[src/core/dsim_regs.svh]
`ifndef DSIM_REGS_SVH
`define DSIM_REGS_SVH

// Register map, byte addresses
`define DSIM_ADDR_W          8
`define DSIM_REG_IRQ_STATUS  8'h00
`define DSIM_REG_IRQ_CLEAR   8'h04
`define DSIM_REG_IRQ_ENABLE  8'h08
`define DSIM_REG_CONTROL     8'h0C
`define DSIM_REG_ASM71       8'h10
`define DSIM_REG_ASM70       8'h14
`define DSIM_REG_POLES       8'h18
`define DSIM_REG_SPEED       8'h1C

// Interrupt event bit positions
`define DSIM_EV_W            5
`define DSIM_EV_FAULT_SET    0
`define DSIM_EV_FAULT_CLR    1
`define DSIM_EV_AT_REF       2
`define DSIM_EV_SPEED_UPD    3
`define DSIM_EV_POLE_ZERO    4

// Control register fields and reset value
`define DSIM_CTRL_W          2
`define DSIM_CTRL_SPEED_EN   0
`define DSIM_CTRL_FREEZE     1
`define DSIM_CTRL_RESET      2'h1

// Operation status word bit positions
`define DSIM_OSW_FWD         0
`define DSIM_OSW_REV         1
`define DSIM_OSW_ACC         9
`define DSIM_OSW_DEC         10
`define DSIM_OSW_ALM         11

// Drive state codes of the control supervisor
`define DSIM_DS_READY        8'h03
`define DSIM_DS_ENABLED      8'h04
`define DSIM_DS_STOPPING     8'h05

// Speed conversion constants
`define DSIM_RPM_FACTOR      7'h78
`define DSIM_FREQ_SCALE      7'h64
`define DSIM_SPEED_MAX       16'hFFFF

// Speed refresh period
`define DSIM_CLK_MHZ         250
`define DSIM_UPD_NS          1000
`define DSIM_UPD_CYC         ((`DSIM_UPD_NS * `DSIM_CLK_MHZ) / 1000)
`define DSIM_UPD_CNT_W       9

`endif

[src/core/dsim_pkg.sv]
package dsim_pkg;

  // Pole count capture after reset release
  typedef enum logic [1:0] {
    BT_SETTLE,
    BT_LATCH,
    BT_RUN
  } dsim_boot_t;

  // Speed computation sequencing
  typedef enum logic [1:0] {
    SP_IDLE,
    SP_CALC,
    SP_STORE
  } dsim_speed_t;

endpackage : dsim_pkg

[src/core/dsim_rpm_divider.sv]
`timescale 1ns/1ps
`include "dsim_regs.svh"
module dsim_rpm_divider
  import dsim_pkg::*;
(
  // Clock and reset
  input  wire logic        sys_clk,
  input  wire logic        reset_n,
  // Request
  input  wire logic        start,
  input  wire logic [31:0] numer,
  input  wire logic [15:0] denom,
  // Result
  output logic             busy,
  output logic             done,
  output logic [15:0]      quot
);

  logic [31:0] num_ff;
  logic [31:0] q_ff;
  logic [16:0] rem_ff;
  logic [15:0] den_ff;
  logic [5:0]  cnt_ff;
  logic [16:0] trial;
  logic [16:0] shifted;

  // One quotient bit per cycle keeps the datapath small; 32 cycles per result
  assign shifted = {rem_ff[15:0], num_ff[31]};
  assign trial   = shifted - {1'b0, den_ff};

  always_ff @(posedge sys_clk or negedge reset_n)
  begin
    if (!reset_n)
    begin
      num_ff <= 32'h0;
      q_ff   <= 32'h0;
      rem_ff <= 17'h0;
      den_ff <= 16'h0;
      cnt_ff <= 6'h0;
      busy   <= 1'b0;
      done   <= 1'b0;
    end
    else
    begin
      done <= 1'b0;
      if (start && !busy)
      begin
        num_ff <= numer;
        den_ff <= denom;
        rem_ff <= 17'h0;
        q_ff   <= 32'h0;
        cnt_ff <= 6'h20;
        busy   <= 1'b1;
      end
      else if (busy)
      begin
        num_ff <= {num_ff[30:0], 1'b0};
        if (!trial[16])
        begin
          rem_ff <= trial;
          q_ff   <= {q_ff[30:0], 1'b1};
        end
        else
        begin
          rem_ff <= shifted;
          q_ff   <= {q_ff[30:0], 1'b0};
        end
        cnt_ff <= cnt_ff - 6'h1;
        if (cnt_ff == 6'h1)
        begin
          busy <= 1'b0;
          done <= 1'b1;
        end
      end
    end
  end

  // Saturate rather than wrap on oversize results
  assign quot = (q_ff[31:16] != 16'h0) ? `DSIM_SPEED_MAX : q_ff[15:0];

endmodule : dsim_rpm_divider

[src/core/dsim_input_mapper.sv]
// Behaviour
// - Faulted bit follows alarm bit 11 of the operation status word.
// - Warning bit always reads 0.
// - Running-forward bit equals operation status bit 0.
// - Running-reverse bit equals operation status bit 1.
// - Ready set in Ready, Enabled or Stopping drive state, else cleared.
// - Control-from-network and reference-from-network bits always 0.
// - At-reference when running and both accelerating and decelerating flags are 0.
// - Drive state byte carries the current control supervisor state code.
// - Speed actual RPM equals output frequency times 120 divided by pole count.
// - Pole count read once after reset; later changes need a restart.
// - Instance 71 and 70 byte layout; speed low byte first.
//
// Design decisions made here: the address map and the address-and-strobe port.
`timescale 1ns/1ps
`include "dsim_regs.svh"
module dsim_input_mapper
  import dsim_pkg::*;
(
  // Clock and reset
  input  wire logic                     sys_clk,
  input  wire logic                     reset_n,
  // Inverter side, asynchronous to sys_clk
  input  wire logic [15:0]              operation_status_word,
  input  wire logic [15:0]              output_frequency_code,
  input  wire logic [7:0]               motor_pole_count_setting,
  // Control supervisor, same clock
  input  wire logic [7:0]               drive_state,
  // Register port
  input  wire logic [`DSIM_ADDR_W-1:0]  reg_addr,
  input  wire logic [31:0]              reg_wdata,
  input  wire logic                     reg_wr,
  input  wire logic                     reg_rd,
  output logic [31:0]                   reg_rdata,
  // Input assemblies toward the network controller
  output logic [31:0]                   asm71_ff,
  output logic [31:0]                   asm70_ff,
  output logic                          irq_ff
);

  // Input synchronisers
  logic [15:0] osw_meta_ff;
  logic [15:0] osw_ff;
  logic [15:0] freq_meta_ff;
  logic [15:0] freq_ff;
  logic [7:0]  pole_meta_ff;
  logic [7:0]  pole_sync_ff;

  // Bit words are quasi-static; a torn sample lasts one cycle at most
  always_ff @(posedge sys_clk or negedge reset_n)
  begin
    if (!reset_n)
    begin
      osw_meta_ff  <= 16'h0;
      osw_ff       <= 16'h0;
      freq_meta_ff <= 16'h0;
      freq_ff      <= 16'h0;
    end
    else
    begin
      osw_meta_ff  <= operation_status_word;
      osw_ff       <= osw_meta_ff;
      freq_meta_ff <= output_frequency_code;
      freq_ff      <= freq_meta_ff;
    end
  end

  // No reset: a cleared pipe would hand zero to the latch two edges after release
  always_ff @(posedge sys_clk)
  begin
    pole_meta_ff <= motor_pole_count_setting;
    pole_sync_ff <= pole_meta_ff;
  end

  // Pole count capture
  dsim_boot_t boot_ff;
  dsim_boot_t nxt_boot;
  logic [7:0] poles_ff;

  always_comb
  begin
    nxt_boot = boot_ff;
    case (boot_ff)
      BT_SETTLE: nxt_boot = BT_LATCH;
      BT_LATCH:  nxt_boot = BT_RUN;
      BT_RUN:    nxt_boot = BT_RUN;
      default:   nxt_boot = BT_SETTLE;
    endcase
  end

  always_ff @(posedge sys_clk or negedge reset_n)
  begin
    if (!reset_n)
      boot_ff <= BT_SETTLE;
    else
      boot_ff <= nxt_boot;
  end

  // Captured only on the boot pass so a live edit has no effect until restart
  always_ff @(posedge sys_clk or negedge reset_n)
  begin
    if (!reset_n)
      poles_ff <= 8'h0;
    else if (boot_ff == BT_LATCH)
      poles_ff <= pole_sync_ff;
  end

  // Status bit decode
  logic faulted;
  logic run_fwd;
  logic run_rev;
  logic ready;
  logic at_ref;

  assign faulted = osw_ff[`DSIM_OSW_ALM];
  assign run_fwd = osw_ff[`DSIM_OSW_FWD];
  assign run_rev = osw_ff[`DSIM_OSW_REV];
  assign ready   = (drive_state == `DSIM_DS_READY) ||
                   (drive_state == `DSIM_DS_ENABLED) ||
                   (drive_state == `DSIM_DS_STOPPING);
  assign at_ref  = (run_fwd || run_rev) &&
                   !osw_ff[`DSIM_OSW_ACC] && !osw_ff[`DSIM_OSW_DEC];

  // Control register
  logic [`DSIM_CTRL_W-1:0] ctrl_ff;
  logic                    freeze;
  logic                    speed_en;

  assign speed_en = ctrl_ff[`DSIM_CTRL_SPEED_EN];
  assign freeze   = ctrl_ff[`DSIM_CTRL_FREEZE];

  always_ff @(posedge sys_clk or negedge reset_n)
  begin
    if (!reset_n)
      ctrl_ff <= `DSIM_CTRL_RESET;
    else if (reg_wr && reg_addr == `DSIM_REG_CONTROL)
      ctrl_ff <= reg_wdata[`DSIM_CTRL_W-1:0];
  end

  // Speed refresh tick
  logic [`DSIM_UPD_CNT_W-1:0] upd_cnt_ff;
  logic                       upd_tick_ff;

  always_ff @(posedge sys_clk or negedge reset_n)
  begin
    if (!reset_n)
    begin
      upd_cnt_ff  <= '0;
      upd_tick_ff <= 1'b0;
    end
    else if (upd_cnt_ff == `DSIM_UPD_CNT_W'(`DSIM_UPD_CYC - 1))
    begin
      upd_cnt_ff  <= '0;
      upd_tick_ff <= 1'b1;
    end
    else
    begin
      upd_cnt_ff  <= upd_cnt_ff + `DSIM_UPD_CNT_W'(1);
      upd_tick_ff <= 1'b0;
    end
  end

  // Speed computation
  dsim_speed_t sp_ff;
  dsim_speed_t nxt_sp;
  logic [31:0] numer;
  logic [15:0] denom;
  logic        div_start;
  logic        div_busy;
  logic        div_done;
  logic [15:0] div_quot;
  logic [15:0] speed_ff;
  logic        pole_zero;

  // Frequency code is in hundredths of a hertz
  assign denom     = 16'(poles_ff * `DSIM_FREQ_SCALE);
  assign numer     = 32'(freq_ff * `DSIM_RPM_FACTOR) + {17'h0, denom[15:1]};
  assign pole_zero = (poles_ff == 8'h0);
  assign div_start = (sp_ff == SP_IDLE) && upd_tick_ff && speed_en &&
                     (boot_ff == BT_RUN) && !pole_zero;

  always_comb
  begin
    nxt_sp = sp_ff;
    case (sp_ff)
      SP_IDLE:  if (div_start) nxt_sp = SP_CALC;
      SP_CALC:  if (div_done) nxt_sp = SP_STORE;
      SP_STORE: nxt_sp = SP_IDLE;
      default:  nxt_sp = SP_IDLE;
    endcase
  end

  always_ff @(posedge sys_clk or negedge reset_n)
  begin
    if (!reset_n)
      sp_ff <= SP_IDLE;
    else
      sp_ff <= nxt_sp;
  end

  dsim_rpm_divider u_div (
    .sys_clk (sys_clk),
    .reset_n (reset_n),
    .start   (div_start),
    .numer   (numer),
    .denom   (denom),
    .busy    (div_busy),
    .done    (div_done),
    .quot    (div_quot)
  );

  // An unusable pole count reports zero speed rather than a stale value
  always_ff @(posedge sys_clk or negedge reset_n)
  begin
    if (!reset_n)
      speed_ff <= 16'h0;
    else if (boot_ff == BT_RUN && pole_zero)
      speed_ff <= 16'h0;
    else if (div_done)
      speed_ff <= div_quot;
  end

  // Assembly words; freeze holds the last image for a consistent read
  always_ff @(posedge sys_clk or negedge reset_n)
  begin
    if (!reset_n)
    begin
      asm71_ff <= 32'h0;
      asm70_ff <= 32'h0;
    end
    else if (!freeze)
    begin
      asm71_ff <= {speed_ff, drive_state,
                   at_ref, 1'b0, 1'b0, ready,
                   run_rev, run_fwd, 1'b0, faulted};
      asm70_ff <= {speed_ff, 8'h00, 5'h00, run_fwd, 1'b0, faulted};
    end
  end

  // Interrupt events
  logic                  faulted_d_ff;
  logic                  at_ref_d_ff;
  logic                  pole_evt_ff;
  logic [`DSIM_EV_W-1:0] ev;
  logic [`DSIM_EV_W-1:0] irq_stat_ff;
  logic [`DSIM_EV_W-1:0] irq_en_ff;
  logic [`DSIM_EV_W-1:0] clr;

  always_ff @(posedge sys_clk or negedge reset_n)
  begin
    if (!reset_n)
    begin
      faulted_d_ff <= 1'b0;
      at_ref_d_ff  <= 1'b0;
      pole_evt_ff  <= 1'b0;
    end
    else
    begin
      faulted_d_ff <= faulted;
      at_ref_d_ff  <= at_ref;
      pole_evt_ff  <= (boot_ff == BT_LATCH) && (pole_sync_ff == 8'h0);
    end
  end

  always_comb
  begin
    ev                     = '0;
    ev[`DSIM_EV_FAULT_SET] = faulted && !faulted_d_ff;
    ev[`DSIM_EV_FAULT_CLR] = !faulted && faulted_d_ff;
    ev[`DSIM_EV_AT_REF]    = at_ref && !at_ref_d_ff;
    ev[`DSIM_EV_SPEED_UPD] = div_done;
    ev[`DSIM_EV_POLE_ZERO] = pole_evt_ff;
  end

  assign clr = (reg_wr && reg_addr == `DSIM_REG_IRQ_CLEAR) ?
               reg_wdata[`DSIM_EV_W-1:0] : '0;

  // A new event wins over a clear in the same cycle
  always_ff @(posedge sys_clk or negedge reset_n)
  begin
    if (!reset_n)
      irq_stat_ff <= '0;
    else
      irq_stat_ff <= (irq_stat_ff & ~clr) | ev;
  end

  always_ff @(posedge sys_clk or negedge reset_n)
  begin
    if (!reset_n)
      irq_en_ff <= '0;
    else if (reg_wr && reg_addr == `DSIM_REG_IRQ_ENABLE)
      irq_en_ff <= reg_wdata[`DSIM_EV_W-1:0];
  end

  always_ff @(posedge sys_clk or negedge reset_n)
  begin
    if (!reset_n)
      irq_ff <= 1'b0;
    else
      irq_ff <= |(((irq_stat_ff & ~clr) | ev) & irq_en_ff);
  end

  // Register read, data valid the cycle after the strobe
  always_ff @(posedge sys_clk or negedge reset_n)
  begin
    if (!reset_n)
      reg_rdata <= 32'h0;
    else if (reg_rd)
    begin
      case (reg_addr)
        `DSIM_REG_IRQ_STATUS: reg_rdata <= {27'h0, irq_stat_ff};
        `DSIM_REG_IRQ_ENABLE: reg_rdata <= {27'h0, irq_en_ff};
        `DSIM_REG_CONTROL:    reg_rdata <= {30'h0, ctrl_ff};
        `DSIM_REG_ASM71:      reg_rdata <= asm71_ff;
        `DSIM_REG_ASM70:      reg_rdata <= asm70_ff;
        `DSIM_REG_POLES:      reg_rdata <= {24'h0, poles_ff};
        `DSIM_REG_SPEED:      reg_rdata <= {15'h0, div_busy, speed_ff};
        default:              reg_rdata <= 32'h0;
      endcase
    end
    else
      reg_rdata <= 32'h0;
  end

endmodule : dsim_input_mapper

[config.mk]
export PLATFORM = sky130hd
export DESIGN_NAME = dsim_input_mapper
export DESIGN_NICKNAME = d
export VERILOG_FILES = /design/src/core/dsim_pkg.sv /design/src/core/dsim_rpm_divider.sv /design/src/core/dsim_input_mapper.sv
export VERILOG_INCLUDE_DIRS = /design/src /design/src/core
export SDC_FILE = /design/constraint.sdc
export NUM_CORES = 1
export LEC_CHECK = 0
export ABC_AREA = 1
export BUFFER_PORTS_ARGS = -buffer_cell sky130_fd_sc_hd__buf_4
export CAP_MARGIN = 30
export CORE_MARGIN = 3
export CORE_UTILIZATION = 40
export DETAILED_ROUTE_END_ITERATION = 8
export HOLD_SLACK_MARGIN = 0.12
export PLACE_DENSITY = 0.63
export REMOVE_ABC_BUFFERS = 1
export SLEW_MARGIN = 20
export SYNTH_ARGS = -nofsm -noshare
export SYNTH_HDL_FRONTEND = slang
export SYNTH_SLANG_ARGS = --single-unit
[constraint.sdc]
create_clock -name sys_clk -period 9.5 [get_ports sys_clk]
set_input_delay 0.475 -clock sys_clk [delete_from_list [all_inputs] [get_ports sys_clk]]
set_output_delay 0.475 -clock sys_clk [all_outputs]
set_load 0.005 [all_outputs]
[Word level (Yosys, flattened, before mapping)]
Index checks and enable logic that the tools add are counted.
Widths: inputs -> output; s select.
Word-level totals
  word-level logic and storage cells: 120
  bits of input ports: 92
  bits in latches: 0
  output and inout port bits: 97
  register bits: 306
  memory bits (writable): 0
  memory bits (read-only): 0
  memories kept: 0
Cells by class
  magnitude comparators: 0
  mux-type cells: 28
  bitwise operators: 4
  eq/ne operators: 17
  $mul: 2
  reduce and logical (&&, ||, !) cells: 36
  $add $sub $neg: 4
  shift operators: 0
  divide/modulo/power cells: 0
Operators with widths (number)
  $pmux 32 s7: 1
  $mux 32: 5
  $mux 16: 6
  $eq 8x5->1 const B: 4
  $add 23x14->24: 1
  $eq 8x3->1 const B: 3
  $logic_not 8->1: 3
  $mul 16x4->20 const B: 1
  $sub 17x15->17: 1
  $eq 8x4->1 const B: 2
  $reduce_bool 16->1: 1
  $logic_and 1x1->1: 15
  $mul 8x5->13 const B: 1
  $mux 6: 2
  $and 5x5->5: 2
  $add 9x1->9 const B: 1
  $eq 9x8->1 const B: 1
  $mux 9: 1
  $eq 8x2->1 const B: 1
  $mux 1: 8
  $pmux 2 s2: 2
  $logic_not 1->1: 7
  $eq 6x1->1 const B: 1
  $sub 6x1->6 const B: 1
  other kinds (13): 20

[Logic depth before layout (Yosys ltp)]
  word-level depth: 8
  gate-level depth with buffers: 26
  gate-level depth less buffers: 26

[Modules after synthesis]
From an unflattened synthesis, not the netlist that was laid out.
Unflattened totals
  cells, all modules: 1810
  area total of the unflattened synthesis: 15130.8 µm²
Modules (own cells, without submodules)
  dsim_input_mapper: area each 9726.8 µm², cells each 1124, instances 1, seq. area each 4250.3 µm²
  dsim_rpm_divider: area each 5403.9 µm², cells each 686, instances 1, seq. area each 2602.5 µm²

[Worst setup path before layout]
OpenSTA, ideal clock, no wires.
  path kind: register to register
  from: register freq_ff[3]
  to: register u_div.num_ff[21]
  clock period less this slack: 3.674 ns
  required time: 9.383 ns
  slack: 5.826 ns
  arrival: 3.557 ns
  library setup time: 0.117 ns
  path buffers: 0
  cell stages (with the launch flop): 22
  path through: dfrtp_1 > inv_1 > fa_1 > fa_1 > inv_1 > ha_1 > nand2_1 > nand3_1 > nand2_1 > nand2_1 > xor2_1 > ha_1 > nand2_1 > o21a_1 > nand2_1 > nand3_1 > nand2_1 > nand3_1 > nand2_2 > nand4_1 > nand3_1 > nand2_1
Between the ends
  word-level cells in the longest chain between the ends: 3
RTL lines
  start: declaration: RTL line dsim_input_mapper.sv:45  | logic [15:0] freq_ff;
  start signal: assignment: RTL line dsim_input_mapper.sv:64  | freq_ff <= freq_meta_ff;
  $mul 16x4->20 (no line)
  $add 23x14->24: RTL line dsim_input_mapper.sv:177  | assign numer = 32'(freq_ff * `DSIM_RPM_FACTOR) + {17'h0, denom[15:1]};
  $mux 32: RTL line dsim_rpm_divider.sv:46  | if (start && !busy)
  end signal: assignment: RTL line dsim_rpm_divider.sv:48  | num_ff <= numer;
  end signal: assignment: RTL line dsim_rpm_divider.sv:57  | num_ff <= {num_ff[30:0], 1'b0};
  end: declaration: RTL line dsim_rpm_divider.sv:19  | logic [31:0] num_ff;
No other way between the ends.
A chain may end at the register's enable or synchronous reset.

[Worst setup path after layout]
  from: register poles_ff[2]
  to: register u_div.num_ff[21]
Between the ends
  elaborated cells on any way between the ends: 8
  classes of those cells: add/sub: 1; mul: 1; mux: 1; reduce/logical: 5
RTL lines
  start: declaration: RTL line dsim_input_mapper.sv:78  | logic [7:0] poles_ff;
  start signal: assignment: RTL line dsim_input_mapper.sv:105  | poles_ff <= pole_sync_ff;
  $mul 8x5->13 (no line)
  via denom[11]: RTL line dsim_input_mapper.sv:167  | logic [15:0] denom;
  $add 23x14->24: RTL line dsim_input_mapper.sv:177
  $mux 32: RTL line dsim_rpm_divider.sv:46
The timed path passes the listed nets, and every way through them passes these cells.

==> impl_summary.log <==
INFO  metric min_delay_path_depth = 3
INFO  metric rr_worst_depth = 21
INFO  metric grt_util_all_layers = 16.5%
INFO  metric area_added_between_synthesis_and_finish = 19.0%
INFO  metric cap_violations = 0
INFO  metric detail_route.wirelength = 31300 um
INFO  metric yosys.area_share.simple = 17.4%
INFO  metric setup_viol_count_final = 0
INFO  metric synth_xor_xnor_area_share = 1.73%
INFO  metric layout_min_cycle_time = about 4300 ps
INFO  metric synthFlopType = sky130_fd_sc_hd__dfrtp_1
INFO  metric synth-warning-count = 0
INFO  metric worst_slew_pin_slew = 881 ps
INFO  metric postSynthAreaPerCell = about 8.9 um2
INFO  metric main_combinational_cell_family_by_area_after_synthesis = simple AND/OR/NAND/NOR gates
INFO  metric yosys_register_bits = ~270
INFO  metric yosys.area_share.adder = approximately 12%
INFO  metric clock-root-buffer = sky130_fd_sc_hd__clkbuf_16
INFO  metric core_region_area = between 30000 and 40000 um2
INFO  metric async_reset_ff_share = 94.1%
INFO  metric slew_headroom = 41.3%
INFO  metric power_per_cell_area = between 150 and 200 nW/um2
INFO  metric cts.path.max_buffers = 3
INFO  metric detailed_place.area = approximately 16000 um2
INFO  metric cts.clk_slew.worst_paths = 60 ps
INFO  metric cts_num_sinks = 273
INFO  metric fin_hold_ws = 163 ps
INFO  metric post-synth-top-area-fraction = 45.0%
INFO  metric worst-endpoint-required = 9950 ps
INFO  metric cp_max_fo = 6
INFO  metric die_area = roughly 38000 um2
INFO  metric place.detailed.hpwl = around 22000 um
INFO  metric number_of_vias_in_the_routed_layout = 10800
INFO  metric place_congestion = 0.861
INFO  metric antenna_nets_post_route = 0
INFO  metric setup_buffers_after_cts = 0
INFO  metric design_area = about 17000 um2
INFO  metric max_freq = between 200 and 250 MHz
INFO  metric synth_compound_gate_area_share = a little over a tenth
INFO  metric timing.setup.critical_path_class = register to register
INFO  metric grt_antenna_before_repair = 0
INFO  metric yosys-top-cells-area = sky130_fd_sc_hd__dfrtp_1 45%, sky130_fd_sc_hd__nand2_1 8.6%, sky130_fd_sc_hd__ha_1 7.6%
INFO  metric start_kind = register
INFO  metric largest_net_degree_at_the_start_of_global_routing = around 110
INFO  metric end_kind = register
INFO  metric first_global_vias = 10700
INFO  metric synth_sequential_area_ratio = between 40% and 50%
INFO  metric wl_per_cell = 14.0 um
INFO  metric critPathArrivalTime = 4750 ps
INFO  metric num_rows = 68
INFO  metric slew_violations = 0
INFO  metric vdd_drop_max = between 0.15 and 0.2 mV
INFO  metric h_tree_levels = 1
INFO  metric diodes = 0
INFO  metric portBuffers = 133
INFO  metric die-width = around 190 um
INFO  metric r2r_slack = ~5200 ps
INFO  metric drc = 0
INFO  metric grt.overflow.total = 0
INFO  metric initial_core_util = 40.9%
INFO  metric die_h = between 150 and 200 um
INFO  metric finalHoldViolCount = 0
INFO  metric mappedNetlistArea = ~14000 um2
INFO  metric drt_first_iter_violations = just under 500
INFO  metric setup-tns-final = 0 ps
INFO  metric post-synth-top-area-cell = sky130_fd_sc_hd__dfrtp_1
INFO  metric post-route-period-util = 45.3%
INFO  metric dp_slack = 5190 ps
INFO  metric post_synth_mux_area_share = 0%
INFO  metric post_synth_edffs = 0
INFO  metric synth_cell_types = 54
INFO  metric final_layout_size_suffix_gt1_share = approximately 13%
INFO  metric grt_first_pass_wirelength = 52700 um
INFO  metric gate_count_after_technology_mapping = 1604
INFO  metric detailedRoute.firstPassIterationCount = 5
INFO  metric skew = 7.56 ps
INFO  metric worstHoldPathType = input port to register
INFO  metric viasPerCell = between 4 and 5
INFO  metric postLayoutSetupSlackWorst = roughly 5200 ps
INFO  metric ios = 189
INFO  metric grt_setup_unrepaired = false
INFO  metric worst_skew_pair.late_latency = between 500 and 600 ps
INFO  metric nets = between 1500 and 2000
INFO  metric tritoncts = built
INFO  metric numCtsBuffers = 29
INFO  metric status = finished, final reports clean
INFO  metric cellLeakagePower = between 8 and 9 nW
==> cells by family (layout without fill, tap and decap cells) <==
group / count (synthesis) / count (layout)
simple gates: 568 / 568
buf+inv: 347 / 507
flops: 273 / 273
compound gates: 269 / 269
fa+ha+maj: 120 / 120
xor+xnor: 26 / 26
other cells: 1 / 17
==> registers in the layout (all words and copies together), names as in the netlist, 6 cells and up <==
name,count
reg_rdata,32
u_div.q_ff,32
u_div.num_ff,31
asm70_ff,18
freq_ff,16
freq_meta_ff,16
speed_ff,16
u_div.rem_ff,16
u_div.den_ff,13
asm71_ff,11
upd_cnt_ff,9
pole_meta_ff,8
pole_sync_ff,8
poles_ff,8
u_div.cnt_ff,6
==> power by group <==
part / total [W] / internal, W / switching [W]
Clock: 0.00117 / 0.000697 / 0.000469
Combinational: 0.000884 / 0.000314 / 0.000570
Sequential: 0.00120 / 0.00118 / 0.0000133
Total: 0.00325 / 0.00219 / 0.00105
==> path summary, 6_finish.rpt <==
path | to | from
worst min-delay path | asm71_ff[11] | drive_state[3]
worst max register to register | u_div.num_ff[21] | poles_ff[2]
max in group asynchronous | ctrl_ff[0] | reset_n
worst min register to register | pole_sync_ff[0] | pole_meta_ff[0]
worst max-delay path | u_div.num_ff[21] | poles_ff[2]
min in group asynchronous | asm71_ff[12] | reset_n
==> cells in the final DEF (no fill, tap or decap), types with 3 or more instances in the layout <==
master                            n
sky130_fd_sc_hd__xor2_1          17
sky130_fd_sc_hd__nand2_2         17
sky130_fd_sc_hd__clkbuf_16       29
sky130_fd_sc_hd__fa_1            34
sky130_fd_sc_hd__a221oi_1         3
sky130_fd_sc_hd__nor2_1          92
sky130_fd_sc_hd__buf_4          140
sky130_fd_sc_hd__o21ai_0         95
sky130_fd_sc_hd__o21bai_1         4
sky130_fd_sc_hd__dfxtp_1         16
sky130_fd_sc_hd__a31oi_1          4
sky130_fd_sc_hd__nor4_1           8
sky130_fd_sc_hd__nand3b_1         3
sky130_fd_sc_hd__clkbuf_1         4
sky130_fd_sc_hd__dfrtp_1        256
sky130_fd_sc_hd__xnor2_1          8
sky130_fd_sc_hd__clkbuf_8        10
sky130_fd_sc_hd__conb_1          17
sky130_fd_sc_hd__a21oi_1         60
sky130_fd_sc_hd__clkinv_2         4
sky130_fd_sc_hd__o22ai_1         70
sky130_fd_sc_hd__a21boi_0         4
sky130_fd_sc_hd__nor2_2           5
sky130_fd_sc_hd__ha_1            86
sky130_fd_sc_hd__dlygate4sd3_1   36
sky130_fd_sc_hd__o221ai_1         7
sky130_fd_sc_hd__inv_2            3
sky130_fd_sc_hd__nand2_1        324
sky130_fd_sc_hd__o211ai_1         6
sky130_fd_sc_hd__nand3_1         77
sky130_fd_sc_hd__nand2_4          4
sky130_fd_sc_hd__o21ai_1          5
sky130_fd_sc_hd__nor3_1          10
sky130_fd_sc_hd__inv_1          269
sky130_fd_sc_hd__or2_2            3
sky130_fd_sc_hd__nand4_1         14
==> through the flow <==
stage | total power, W | cells | util, %
4_1_cts | 0.00328 | 2233 | 48.6
2_1_floorplan | 0.00187 | 1547 | -
6_report | 0.00325 | 2235 | 48.7
3_3_place_gp | 0.00206 | 2143 | 44.6
3_5_place_dp | 0.00208 | 2143 | 44.6
5_1_grt | 0.00346 | 2235 | 48.7
==> synth_stat cells (3+ instances only) <==
cell type and n:
sky130_fd_sc_hd__xnor2_1 8, sky130_fd_sc_hd__o211ai_1 6, sky130_fd_sc_hd__nor2_1 93, sky130_fd_sc_hd__ha_1 86
sky130_fd_sc_hd__nand3b_1 3, sky130_fd_sc_hd__o21ai_1 5, sky130_fd_sc_hd__a21boi_0 4, sky130_fd_sc_hd__buf_2 5
sky130_fd_sc_hd__a31oi_1 4, sky130_fd_sc_hd__xor2_1 17, sky130_fd_sc_hd__inv_1 269, sky130_fd_sc_hd__nand2_1 325
sky130_fd_sc_hd__nor4_1 8, sky130_fd_sc_hd__a21oi_1 60, sky130_fd_sc_hd__nand2_2 16, sky130_fd_sc_hd__o21ai_0 95
sky130_fd_sc_hd__nand2_4 4, sky130_fd_sc_hd__nand4_1 14, sky130_fd_sc_hd__buf_4 36, sky130_fd_sc_hd__o221ai_1 7
sky130_fd_sc_hd__o22ai_1 70, sky130_fd_sc_hd__clkbuf_1 32, sky130_fd_sc_hd__a221oi_1 3, sky130_fd_sc_hd__dfrtp_1 256
sky130_fd_sc_hd__inv_2 3, sky130_fd_sc_hd__dfxtp_1 16, sky130_fd_sc_hd__fa_1 34, sky130_fd_sc_hd__nor2_2 4
sky130_fd_sc_hd__nand3_1 77, sky130_fd_sc_hd__o21bai_1 4, sky130_fd_sc_hd__or2_2 3, sky130_fd_sc_hd__nor3_1 10
==> final cells by class <==
cell class	instances	area (um2)
Fill cell	3238	17800
Multi-Input combinational cell	1000	6110
Clock buffer	43	878
Tap cell	455	569
Timing Repair Buffer	179	1480
Sequential cell	273	6750
Clock inverter	11	133
Inverter	274	1030
==> metal layers <==
layer / vias to the layer above / routed length, um / track usage, %
li1: 5428 / - / -
met4: 0 / 758 / 4.26
met2: 212 / 14800 / 27.7
met3: 43 / 1400 / 2.53
met1: 5098 / 14300 / 22.4
met5: - / 0 / 0
==> repair_timing <==
item / in CTS / in global routing
hold buffers: 36 / 0
endpoints found under the hold margin: 139 / 0
gates resized for setup: 0 / 0
==> worst max-delay path: stages (launching register included) <==
cell and delay [ps]:
sky130_fd_sc_hd__dfrtp_1 510, sky130_fd_sc_hd__inv_1 150, sky130_fd_sc_hd__ha_1 300, sky130_fd_sc_hd__ha_1 310, sky130_fd_sc_hd__fa_1 470, sky130_fd_sc_hd__ha_1 350
sky130_fd_sc_hd__a21oi_1 140, sky130_fd_sc_hd__nand2_1 110, sky130_fd_sc_hd__a31oi_1 180, sky130_fd_sc_hd__xnor2_1 230, sky130_fd_sc_hd__ha_1 330, sky130_fd_sc_hd__a21oi_1 160
sky130_fd_sc_hd__o21a_1 140, sky130_fd_sc_hd__nand2_1 130, sky130_fd_sc_hd__nand3_1 140, sky130_fd_sc_hd__nand2_1 80, sky130_fd_sc_hd__nand3_1 90, sky130_fd_sc_hd__nand2_2 100
sky130_fd_sc_hd__nand3_1 80, sky130_fd_sc_hd__nand2_1 50, sky130_fd_sc_hd__nand3_1 70, sky130_fd_sc_hd__nand2_1 70
Note: power is estimated with default switching activity, not from simulation.
